$ cat src/design/dac_loader_pkg.sv
package dac_loader_pkg;

    // serial word layout
    localparam int WORD_BITS = 16;
    localparam int CODE_BITS = 10;
    localparam int CODE_MSB = 11;
    localparam int CODE_LSB = 2;
    localparam int SPEED_POS = 14;
    localparam int POWER_POS = 13;
    localparam logic [4:0] LAST_COUNT = 5'h10;

    // reset values of the converter latch
    localparam logic [9:0] CODE_RESET = 10'h000;
    localparam logic SPEED_RESET = 1'b0;
    localparam logic POWER_RESET = 1'b0;

    // fifo depth and width between shifter and converter latch
    localparam int FIFO_DEPTH = 8;
    localparam int LATCH_WIDTH = 12;

    // pin synchroniser length
    localparam int SYNC_STAGES = 3;

endpackage : dac_loader_pkg

$ cat src/design/dac_serial_word_loader.sv
// Operation
// host drives chip select low first
// frame sync fall starts, msb first shifting
// latch after sixteen bits or frame rise
// count-complete update on next rising clock
// power-on reset clears all latches
// chip select may be tied low
// respond only while own select low
// host toggles output for frame fall
// byte hosts send two writes per frame
// control top, code bits eleven..two
// bits fifteen and twelve are ignored
// bit fourteen selects fast settling mode
// bit thirteen selects power down
// power down disables every amplifier
// unsigned code drives output level
// last bit on sixteenth falling edge
// host holds select through update
// select high ignores all serial inputs
// ignore clocks after latch until frame
`timescale 1ns/1ps
`default_nettype none

module word_fifo #(
    parameter int WIDTH = 12,
    parameter int DEPTH = 8
) (
    // clock and reset
    input wire logic clk,
    input wire logic arst_n,
    // fill side
    input wire logic in_valid,
    output logic in_ready,
    input wire logic [WIDTH-1:0] in_data,
    // drain side
    output logic out_valid,
    input wire logic out_ready,
    output logic [WIDTH-1:0] out_data
);
    localparam int AW = $clog2(DEPTH);

    typedef struct packed {
        logic [AW:0] wptr;
        logic [AW:0] rptr;
    } fifo_s;

    fifo_s st_r;
    fifo_s st_nxt;
    logic [WIDTH-1:0] mem [DEPTH];
    logic do_wr;
    logic do_rd;

    // one extra pointer bit tells a full fifo from an empty one
    assign out_valid = st_r.wptr != st_r.rptr;
    assign in_ready = (st_r.wptr[AW] == st_r.rptr[AW]) || (st_r.wptr[AW-1:0] != st_r.rptr[AW-1:0]);
    assign do_wr = in_valid && in_ready;
    assign do_rd = out_valid && out_ready;
    // head word shows without a read cycle, so the drain takes it at once
    assign out_data = mem[st_r.rptr[AW-1:0]];

    always_comb
    begin
        st_nxt = st_r;
        if (do_wr)
        begin
            st_nxt.wptr = st_r.wptr + 1'b1;
        end
        if (do_rd)
        begin
            st_nxt.rptr = st_r.rptr + 1'b1;
        end
    end

    always_ff @(posedge clk)
    begin
        if (do_wr)
        begin
            mem[st_r.wptr[AW-1:0]] <= in_data;
        end
    end

    always_ff @(posedge clk or negedge arst_n)
    begin
        if (!arst_n)
        begin
            st_r <= '0;
        end
        else
        begin
            st_r <= st_nxt;
        end
    end
endmodule : word_fifo

module dac_serial_word_loader #(
    parameter int FIFO_WIDTH = dac_loader_pkg::LATCH_WIDTH,
    parameter int FIFO_DEPTH = dac_loader_pkg::FIFO_DEPTH
) (
    // clock and reset
    input wire logic clk,
    input wire logic arst_n,
    // serial pins
    input wire logic chip_select_n,
    input wire logic frame_sync_n,
    input wire logic shift_clock,
    input wire logic serial_data,
    // converter latch outputs
    output logic [9:0] dac_code,
    output logic speed_select_bit,
    output logic power_down_bit,
    output logic amp_disable,
    output logic latch_update,
    // status
    output logic word_busy,
    output logic word_overflow
);
    typedef enum logic [1:0] {IDLE, SHIFT, WAIT_RISE, DONE} phase_e;

    typedef struct packed {
        logic [2:0] cs_sync;
        logic [2:0] frame_sync;
        logic [2:0] sck_sync;
        logic [2:0] din_sync;
        logic cs_n;
        logic frame_n;
        logic sck;
        logic din;
        phase_e phase;
        logic [15:0] shreg;
        logic [4:0] count;
        logic [9:0] code;
        logic speed;
        logic power;
        logic upd;
        logic ovf;
    } loader_s;

    loader_s st_r;
    loader_s st_nxt;
    logic push;
    logic push_ready;
    logic [FIFO_WIDTH-1:0] push_word;
    logic pop_valid;
    logic [FIFO_WIDTH-1:0] pop_word;

    // a pin level counts once the second and third stages agree
    function automatic logic settle(input logic [2:0] s, input logic prev);
        settle = (s[1] == s[2]) ? s[1] : prev;
    endfunction : settle

    // keep speed, power and code; bits fifteen and twelve dropped
    // bits fifteen, twelve dropped
    function automatic logic [11:0] pack_word(input logic [15:0] w);
        pack_word = {w[dac_loader_pkg::SPEED_POS], w[dac_loader_pkg::POWER_POS],
            w[dac_loader_pkg::CODE_MSB:dac_loader_pkg::CODE_LSB]};
    endfunction : pack_word

    word_fifo #(
        .WIDTH(FIFO_WIDTH),
        .DEPTH(FIFO_DEPTH)
    ) u_fifo (
        .clk(clk),
        .arst_n(arst_n),
        .in_valid(push),
        .in_ready(push_ready),
        .in_data(push_word),
        .out_valid(pop_valid),
        .out_ready(1'b1),
        .out_data(pop_word)
    );

    always_comb
    begin
        logic frame_fall;
        logic frame_rise;
        logic sck_fall;
        logic sck_rise;
        logic sel;
        frame_fall = 1'b0;
        frame_rise = 1'b0;
        sck_fall = 1'b0;
        sck_rise = 1'b0;
        sel = 1'b0;
        st_nxt = st_r;
        push = 1'b0;
        // packed every cycle; push alone decides when the word counts
        push_word = pack_word(st_r.shreg);
        st_nxt.upd = 1'b0;
        st_nxt.cs_sync = {st_r.cs_sync[1:0], chip_select_n};
        st_nxt.frame_sync = {st_r.frame_sync[1:0], frame_sync_n};
        st_nxt.sck_sync = {st_r.sck_sync[1:0], shift_clock};
        st_nxt.din_sync = {st_r.din_sync[1:0], serial_data};
        st_nxt.cs_n = settle(st_r.cs_sync, st_r.cs_n);
        st_nxt.frame_n = settle(st_r.frame_sync, st_r.frame_n);
        st_nxt.sck = settle(st_r.sck_sync, st_r.sck);
        st_nxt.din = settle(st_r.din_sync, st_r.din);
        // act only while selected
        // select high ignores edges
        sel = !st_r.cs_n;
        frame_fall = sel && st_r.frame_n && !st_nxt.frame_n;
        frame_rise = sel && !st_r.frame_n && st_nxt.frame_n;
        sck_fall = sel && st_r.sck && !st_nxt.sck;
        sck_rise = sel && !st_r.sck && st_nxt.sck;
        case (st_r.phase)
            IDLE, DONE:
            begin
                // frame fall starts word
                // clocks ignored until frame fall
                // a frame rise after a finished word is ignored here
                if (frame_fall)
                begin
                    st_nxt.phase = SHIFT;
                    st_nxt.count = 5'h00;
                end
            end
            SHIFT:
            begin
                // msb first on falling clock
                if (sck_fall)
                begin
                    // data uses the settled copy of this edge, so both pins carry equal delay
                    st_nxt.shreg = {st_r.shreg[14:0], st_nxt.din};
                    st_nxt.count = st_r.count + 5'h01;
                    // sixteenth fall takes last bit
                    if (st_r.count + 5'h01 == dac_loader_pkg::LAST_COUNT)
                    begin
                        st_nxt.phase = WAIT_RISE;
                    end
                end
                else if (frame_rise)
                begin
                    // early frame rise latches now
                    // a short word goes out as shifted, not realigned to the msb
                    push = 1'b1;
                    st_nxt.phase = DONE;
                end
            end
            WAIT_RISE:
            begin
                // update on following rising clock
                // frame rise also completes update
                if (sck_rise || frame_rise)
                begin
                    push = 1'b1;
                    st_nxt.phase = DONE;
                end
            end
            default:
            begin
                st_nxt.phase = IDLE;
            end
        endcase
        // the drain never stalls, so a full fifo only drops words
        if (push && !push_ready)
        begin
            st_nxt.ovf = 1'b1;
        end
        if (pop_valid)
        begin
            // code from bits eleven to two
            // speed bit latched
            // power bit latched
            st_nxt.speed = pop_word[11];
            st_nxt.power = pop_word[10];
            st_nxt.code = pop_word[9:0];
            st_nxt.upd = 1'b1;
        end
    end

    always_ff @(posedge clk or negedge arst_n)
    begin
        if (!arst_n)
        begin
            // reset clears every latch
            st_r <= '0;
            st_r.cs_sync <= 3'h7;
            st_r.frame_sync <= 3'h7;
            st_r.cs_n <= 1'b1;
            st_r.frame_n <= 1'b1;
            st_r.phase <= IDLE;
            st_r.code <= dac_loader_pkg::CODE_RESET;
            st_r.speed <= dac_loader_pkg::SPEED_RESET;
            st_r.power <= dac_loader_pkg::POWER_RESET;
        end
        else
        begin
            st_r <= st_nxt;
        end
    end

    // unsigned code to converter
    assign dac_code = st_r.code;
    assign speed_select_bit = st_r.speed;
    assign power_down_bit = st_r.power;
    // power down disables amplifiers
    assign amp_disable = st_r.power;
    assign latch_update = st_r.upd;
    // busy spans frame fall up to the hand-off into the fifo
    assign word_busy = (st_r.phase == SHIFT) || (st_r.phase == WAIT_RISE);
    assign word_overflow = st_r.ovf;
endmodule : dac_serial_word_loader

`default_nettype wire

$ cat config.mk
export PLATFORM = sky130hd
export DESIGN_NAME = dac_serial_word_loader
export DESIGN_NICKNAME = d
export VERILOG_FILES = /design/src/design/dac_loader_pkg.sv /design/src/design/dac_serial_word_loader.sv
export SDC_FILE = /design/constraint.sdc
export NUM_CORES = 1
export LEC_CHECK = 0
export ABC_AREA = 1
export BUFFER_PORTS_ARGS = -buffer_cell sky130_fd_sc_hd__buf_2
export CORE_ASPECT_RATIO = 0.8
export CORE_MARGIN = 2
export CORE_UTILIZATION = 55
export DETAILED_ROUTE_END_ITERATION = 6
export PLACE_DENSITY = 0.72
export SLEW_MARGIN = 10
export SYNTH_ARGS = -nofsm -noshare
export SYNTH_HDL_FRONTEND = slang
export SYNTH_HIERARCHICAL = 1
export SYNTH_SLANG_ARGS = --single-unit
$ cat constraint.sdc
create_clock -name clk -period 3.1 [get_ports clk]
set_input_delay 0.31 -clock clk [delete_from_list [all_inputs] [get_ports clk]]
set_output_delay 0.31 -clock clk [all_outputs]
set_load 0.005 [all_outputs]
---- After elaboration in Yosys (flattened, before gate mapping) ----
Memory sizes are Yosys's and may differ from the RTL's. A register that Yosys moved wholly into a read port is not among the register bits.
Cells that the tools add are included.
word-level totals
  flip-flop bits (word level) ............. 48
  bits in writable memories ............... 96
  output and inout port bits .............. 16
  logic and storage cells ................. 80
  memories ................................ 1
memories
  name        depth  bits a word  read ports  clocked after memory_dff  wr ports  RTL line                      source
  u_fifo.mem  8      12           1           1                         1         dac_serial_word_loader.sv:49  logic [WIDTH-1:0] mem [DEPTH];
cells by class
  add/sub/neg operators ................... 3
  equal/unequal tests ..................... 16
  muxes and demuxes ....................... 19
  reductions and logical operators ........ 26
operators with widths
  cell                                                              count
  1-bit logical AND                                                 10
  2-bit two-way mux                                                 5
  5-bit two-way mux                                                 2
  5-bit case mux with 2 select lines                                1
  1-bit two-way mux                                                 9
  4-bit by 1-bit adder with 4-bit output (second input constant)    2
  1-bit zero test                                                   7
  2-bit inequality test (second input constant)                     3
  3-bit inequality test (second input constant)                     2
  2-bit case mux with 3 select lines                                1
  5-bit by 1-bit adder with 5-bit output (second input constant)    1
  1-bit == test                                                     5
  5-bit == test (second input constant)                             1
  2-bit == test (second input constant)                             2
  4-bit inequality test                                             1
  4-bit AND reduction                                               1
  1-bit logical OR                                                  3
  3-bit inequality test                                             1
  3-bit AND reduction                                               1
  2-bit by 1-bit == test with 1-bit output (second input constant)  1
  2-bit zero test                                                   1
  1-bit case mux with 2 select lines                                1
  2-bit AND reduction                                               1
  2-bit nonzero test                                                1
  2-bit OR reduction                                                1

---- Longest topological paths before layout ----
  word-level depth ........................ 9
  gate-level depth with buffers ........... 10
  mapped depth without buffers ............ 10

---- Hierarchy ----
Netlist, hierarchy kept.
by module, submodules not included
  module                  times used  cells each  area an instance (um2)  sequential area each (um2)
  word_fifo               1           357         4275.4                  3083.0
  dac_serial_word_loader  1           200         2194.6                  1311.3

---- Worst setup path before layout ----
Ideal clock, no wire load.
  path type ............................... reg2reg
  start point ............................. register st_r[35] in the netlist's numbering
  end point ............................... memory u_fifo.mem[4][0], enable pin
  setup time .............................. 0.380 ns
  arrival ................................. 1.887 ns
  data required time ...................... 2.720 ns
  setup slack ............................. 0.833 ns
  cell stages (with the launch flop) ...... 7
  path buffers ............................ 0
  period minus slack after synthesis ...... 2.267 ns
  cell sequence ........................... dfrtp_1 > inv_1 > ha_1 > inv_1 > and3_1 > nand3_1 > nor2_1
on the way
  longest elaborated chain between the ends .. 5
  elaborated cells on any way between the ends .. 6
  classes of those cells .................. eq/ne: 2; mux: 3; reduce/logical: 1
RTL lines
  element                                                                           RTL line                       source
  from (decl)                                                                       dac_serial_word_loader.sv:138  loader_s st_r;
  from (signal assigned)                                                            dac_serial_word_loader.sv:287  st_r <= st_nxt;
  2-bit == test / 2-bit by 1-bit == test with 1-bit output (equally long branches)  dac_serial_word_loader.sv:204  case (st_r.phase)
  1-bit case mux with 2 select lines *                                              dac_serial_word_loader.sv:204
  via push                                                                          dac_serial_word_loader.sv:140  logic push;
  1-bit logical AND *                                                               dac_serial_word_loader.sv:56   assign do_wr = in_valid && in_ready;
  1-bit two-way mux *                                                               dac_serial_word_loader.sv:76   if (do_wr)
  1-bit two-way mux (not written as such) *                                         dac_serial_word_loader.sv:78   mem[st_r.wptr[AW-1:0]] <= in_data;
  to (decl)                                                                         dac_serial_word_loader.sv:49
Mark *: on every way through the listed nets, which the timed path passes. The rest lies on a longest branch.

---- Worst setup path in the final report ----
  start point ............................. register st_r[35] in the netlist's numbering
  end point ............................... memory u_fifo.mem[7][11], enable pin
The elaborated chain is that of the path after synthesis.

==> impl_metrics.tcl <==
set metrics [dict create \
    holdBufCountCts 4 \
    critPathTopFamily "simple AND/OR/NAND/NOR gates" \
    cap_violations 0 \
    viasPerCell 5.456 \
    switching_share_pct 31.41 \
    criticalPathCategory "register to register" \
    yosys.area.top_type "edfxtp_1" \
    wl_met3_um 637 \
    drt-total-wl_um 12220 \
    overflow 0 \
    crit_path_start_kind "register" \
    switchingPower_uw 2065 \
    ys_seq_elements 156 \
    cpPeakStageDelay_ps 400 \
    initial_utilization_pct 56.39 \
    ys_warn_count 6 \
    synth-edff-count 96 \
    worst_path_max_delay_cell "dfrtp_1" \
    cts_root_buf "clkbuf_16" \
    numCtsBuffers 17 \
    cts.sinks 156 \
    syn-mean-instance-area_sq_um 11.62 \
    dr_wl_met2_um 5900 \
    run_status "complete, but fails checks" \
    grt_max_degree 38 \
    die-area_sq_mm 0.01265 \
    slew_headroom_pct 42.92 \
    end_kind "register" \
    cts.path.max_buffers 2 \
    powerDensity_mw_per_mm2 900.4 \
    startpoint "st_r[35]" \
    antenna_found_initial 0 \
    fin_crit_sh_pct 76.58 \
    die_y_um 101.0 \
    critPathMaxFanout 12 \
    drt_iter0_drc 397 \
    syn-cell-area_sq_mm 0.006470 \
    drc 0 \
    antennaDiodeCount 0 \
    grt_usage_pct 20.91 \
    nNetsFinal 594 \
    combPwrFrac_pct 28.2 \
    wl_per_cell_um 16.42 \
    seqPwrFrac_pct 38.4 \
    utilization_pct 63.63 \
    yosysSeqAreaShare_pct 67.92 \
    setup-violations-final 0 \
    grt_pass1_wl_um 20190 \
    cp_data_arrival_time_ps 2430 \
    slew_violations 0 \
    wl_met1_um 5530 \
    required_ps 3160 \
    clock_power_share_pct 33.5 \
    crit_top_cell "inv_1" \
    synthesis.instances 557 \
    gp_congestion 0.8719 \
    rsz0062_at_grt "no" \
    post-synth-top-count-cell "nand2_1" \
    holdWs_ps -10.49 \
    vdd_drop_max_mv 0.4438 \
    dpl.hpwl_um 7643 \
    cts_max_level 4 \
    synthArstFlopShare_pct 38.46 \
    rows 35 \
    clock.fmax_ghz 0.4212 \
    finalSetupTns_ps 0 \
    port_buffers 21 \
    r2r-start "st_r[35]" \
    coreArea_sq_mm 0.01147 \
    grt_pass1_vias 3928 \
    synth.distinct_cells 38 \
    hp-class "primary input to async pin" \
    fin_skew_ps 7.530 \
    syn2layout_area_growth_pct 12.84 \
    cts.repair.resized 0 \
    die_w_um 125.3 \
    clk_pin_slew_ps 60 \
    synth_area_leaders "edfxtp_1 45%, dfrtp_1 20%, nand2_1 7.6%" \
    failed_checks "negative hold slack" \
    vias 4059 \
    worst_slew_pin_slew_ps 856.2 \
    tritoncts "built" \
    path_cells "inv_1, ha_1, inv_1, and3_1, nand2_1, nor2_1, nand2_1, inv_1" \
    finalHoldViolCount 6 \
    io_pins 22 \
    clock_latency_ps 420 \
    p_leak_uw 0.002941 \
    yosysTopAreaCellShare_pct 44.56 \
    top_layer "met4" \
    synth.top_cells.by_count "131 x nand2_1, 96 x edfxtp_1, 59 x nor2_1, 52 x dfrtp_1, 52 x o21ai_0" \
    path_buf_inv 3 \
    final.min_clock_period_ps 2374 \
    ant_nets 0 \
    intPower_uw 4509 \
    drive_gt1_share_pct 17.62 \
    dr.pass1.iters 4 \
    ys.flop_type "edfxtp_1" \
    post_cts_buffers 0 \
]
[through the flow]
step                      area (sq um)  hold WS [ps]  total power, uW  instances  worst slack, ps
after detailed placement          6631         339.6             4395        708            779.3
after floorplan                   6485         14.41             4050        561            833.0
final                             7301        -10.49             6573        744            726.1
after global placement            6631         332.7             4326        708            910.4
after CTS                         7301         35.43             6614        744            723.4
after global routing              7301         59.51             6956        744            590.9
[final cells by class]
type	count	area [sq um]
inverter	26	98.84
sequential	156	4394
tap	148	185.2
timing repair buffer	39	250.2
multi-input combinational	343	1743
fill	850	4173
clock buffer	19	432.9
clock inverter	13	196.4
[cell usage in the layout, fill, tap and decap left out, types with 3 or more instances in the layout]
| cell | instances |
|---|---|
| buf_2 | 21 |
| buf_4 | 14 |
| bufinv_16 | 5 |
| clkbuf_16 | 17 |
| clkinv_2 | 4 |
| conb_1 | 5 |
| dfrtp_1 | 52 |
| dfstp_2 | 8 |
| dlygate4sd3_1 | 4 |
| edfxtp_1 | 96 |
| ha_1 | 5 |
| inv_1 | 20 |
| inv_2 | 5 |
| mux2_2 | 12 |
| nand2_1 | 131 |
| nand2_2 | 5 |
| nand3_1 | 18 |
| nand3_2 | 3 |
| nand4_1 | 6 |
| nor2_1 | 59 |
| o21ai_0 | 52 |
| o22ai_1 | 24 |
| xor2_1 | 4 |
[final timing paths]
kind	to	cells after the start	slack, ps
setup / recovery	u_fifo/mem[7][11]	8	730
hold / removal	dac_code[8]	1	-10
setup reg to reg	u_fifo/mem[7][11]	8	730
hold reg to reg	st_nxt[46]	0	350
max in group asynchronous	st_nxt[42]	2	2250
min in group clk	st_nxt[46]	0	350
[logic make-up (layout without fill, tap and decap cells)]
family / Yosys count / after routing / share of synthesized area, %
and+or+nand+nor: 229 / 229 / 15.03
DFF: 156 / 156 / 67.92
AOI/OAI and AO/OA: 86 / 86 / 7.716
buffers and inverters: 62 / 97 / 5.376
muxes: 12 / 12 / 2.089
adders and majority gates: 7 / 7 / 1.276
xor gates and xnor gates: 4 / 4 / 0.5414
other: 1 / 5 / 0.05796
[power groups by stage]
stage	Clock, uW	Combinational (uW)	Sequential, uW
finish	2200	1850	2520
global route	2330	2080	2550
CTS	2230	1860	2520
detailed placement	0	1830	2560
global placement	0	1780	2550
floorplan	0	1520	2530
[registers in the layout, summed over array words and instances, names as in the netlist]
name              cells
u_fifo/mem           96
latch_update          1
word_overflow         1
amp_disable           1
push_word            12
u_fifo/st_r           8
st_r                 18
speed_select_bit      1
dac_code             10
st_nxt                8
[worst register-to-register path: cells and delay by family (launching register included)]
| kind | cells | cell delay [ps] |
|---|---|---|
| DFF | 1 | 400 |
| adders and majority gates | 1 | 380 |
| and+or+nand+nor | 4 | 620 |
| buffers and inverters | 3 | 610 |
[routing by layer]
layer | GRT usage, % | up-vias
li1 | - | 1953
met1 | 28.61 | 1995
met2 | 33.44 | 97
met3 | 5.255 | 14
met4 | 6.838 | 0
met5 | 0 | -
Power figures use the tool's default switching activity.
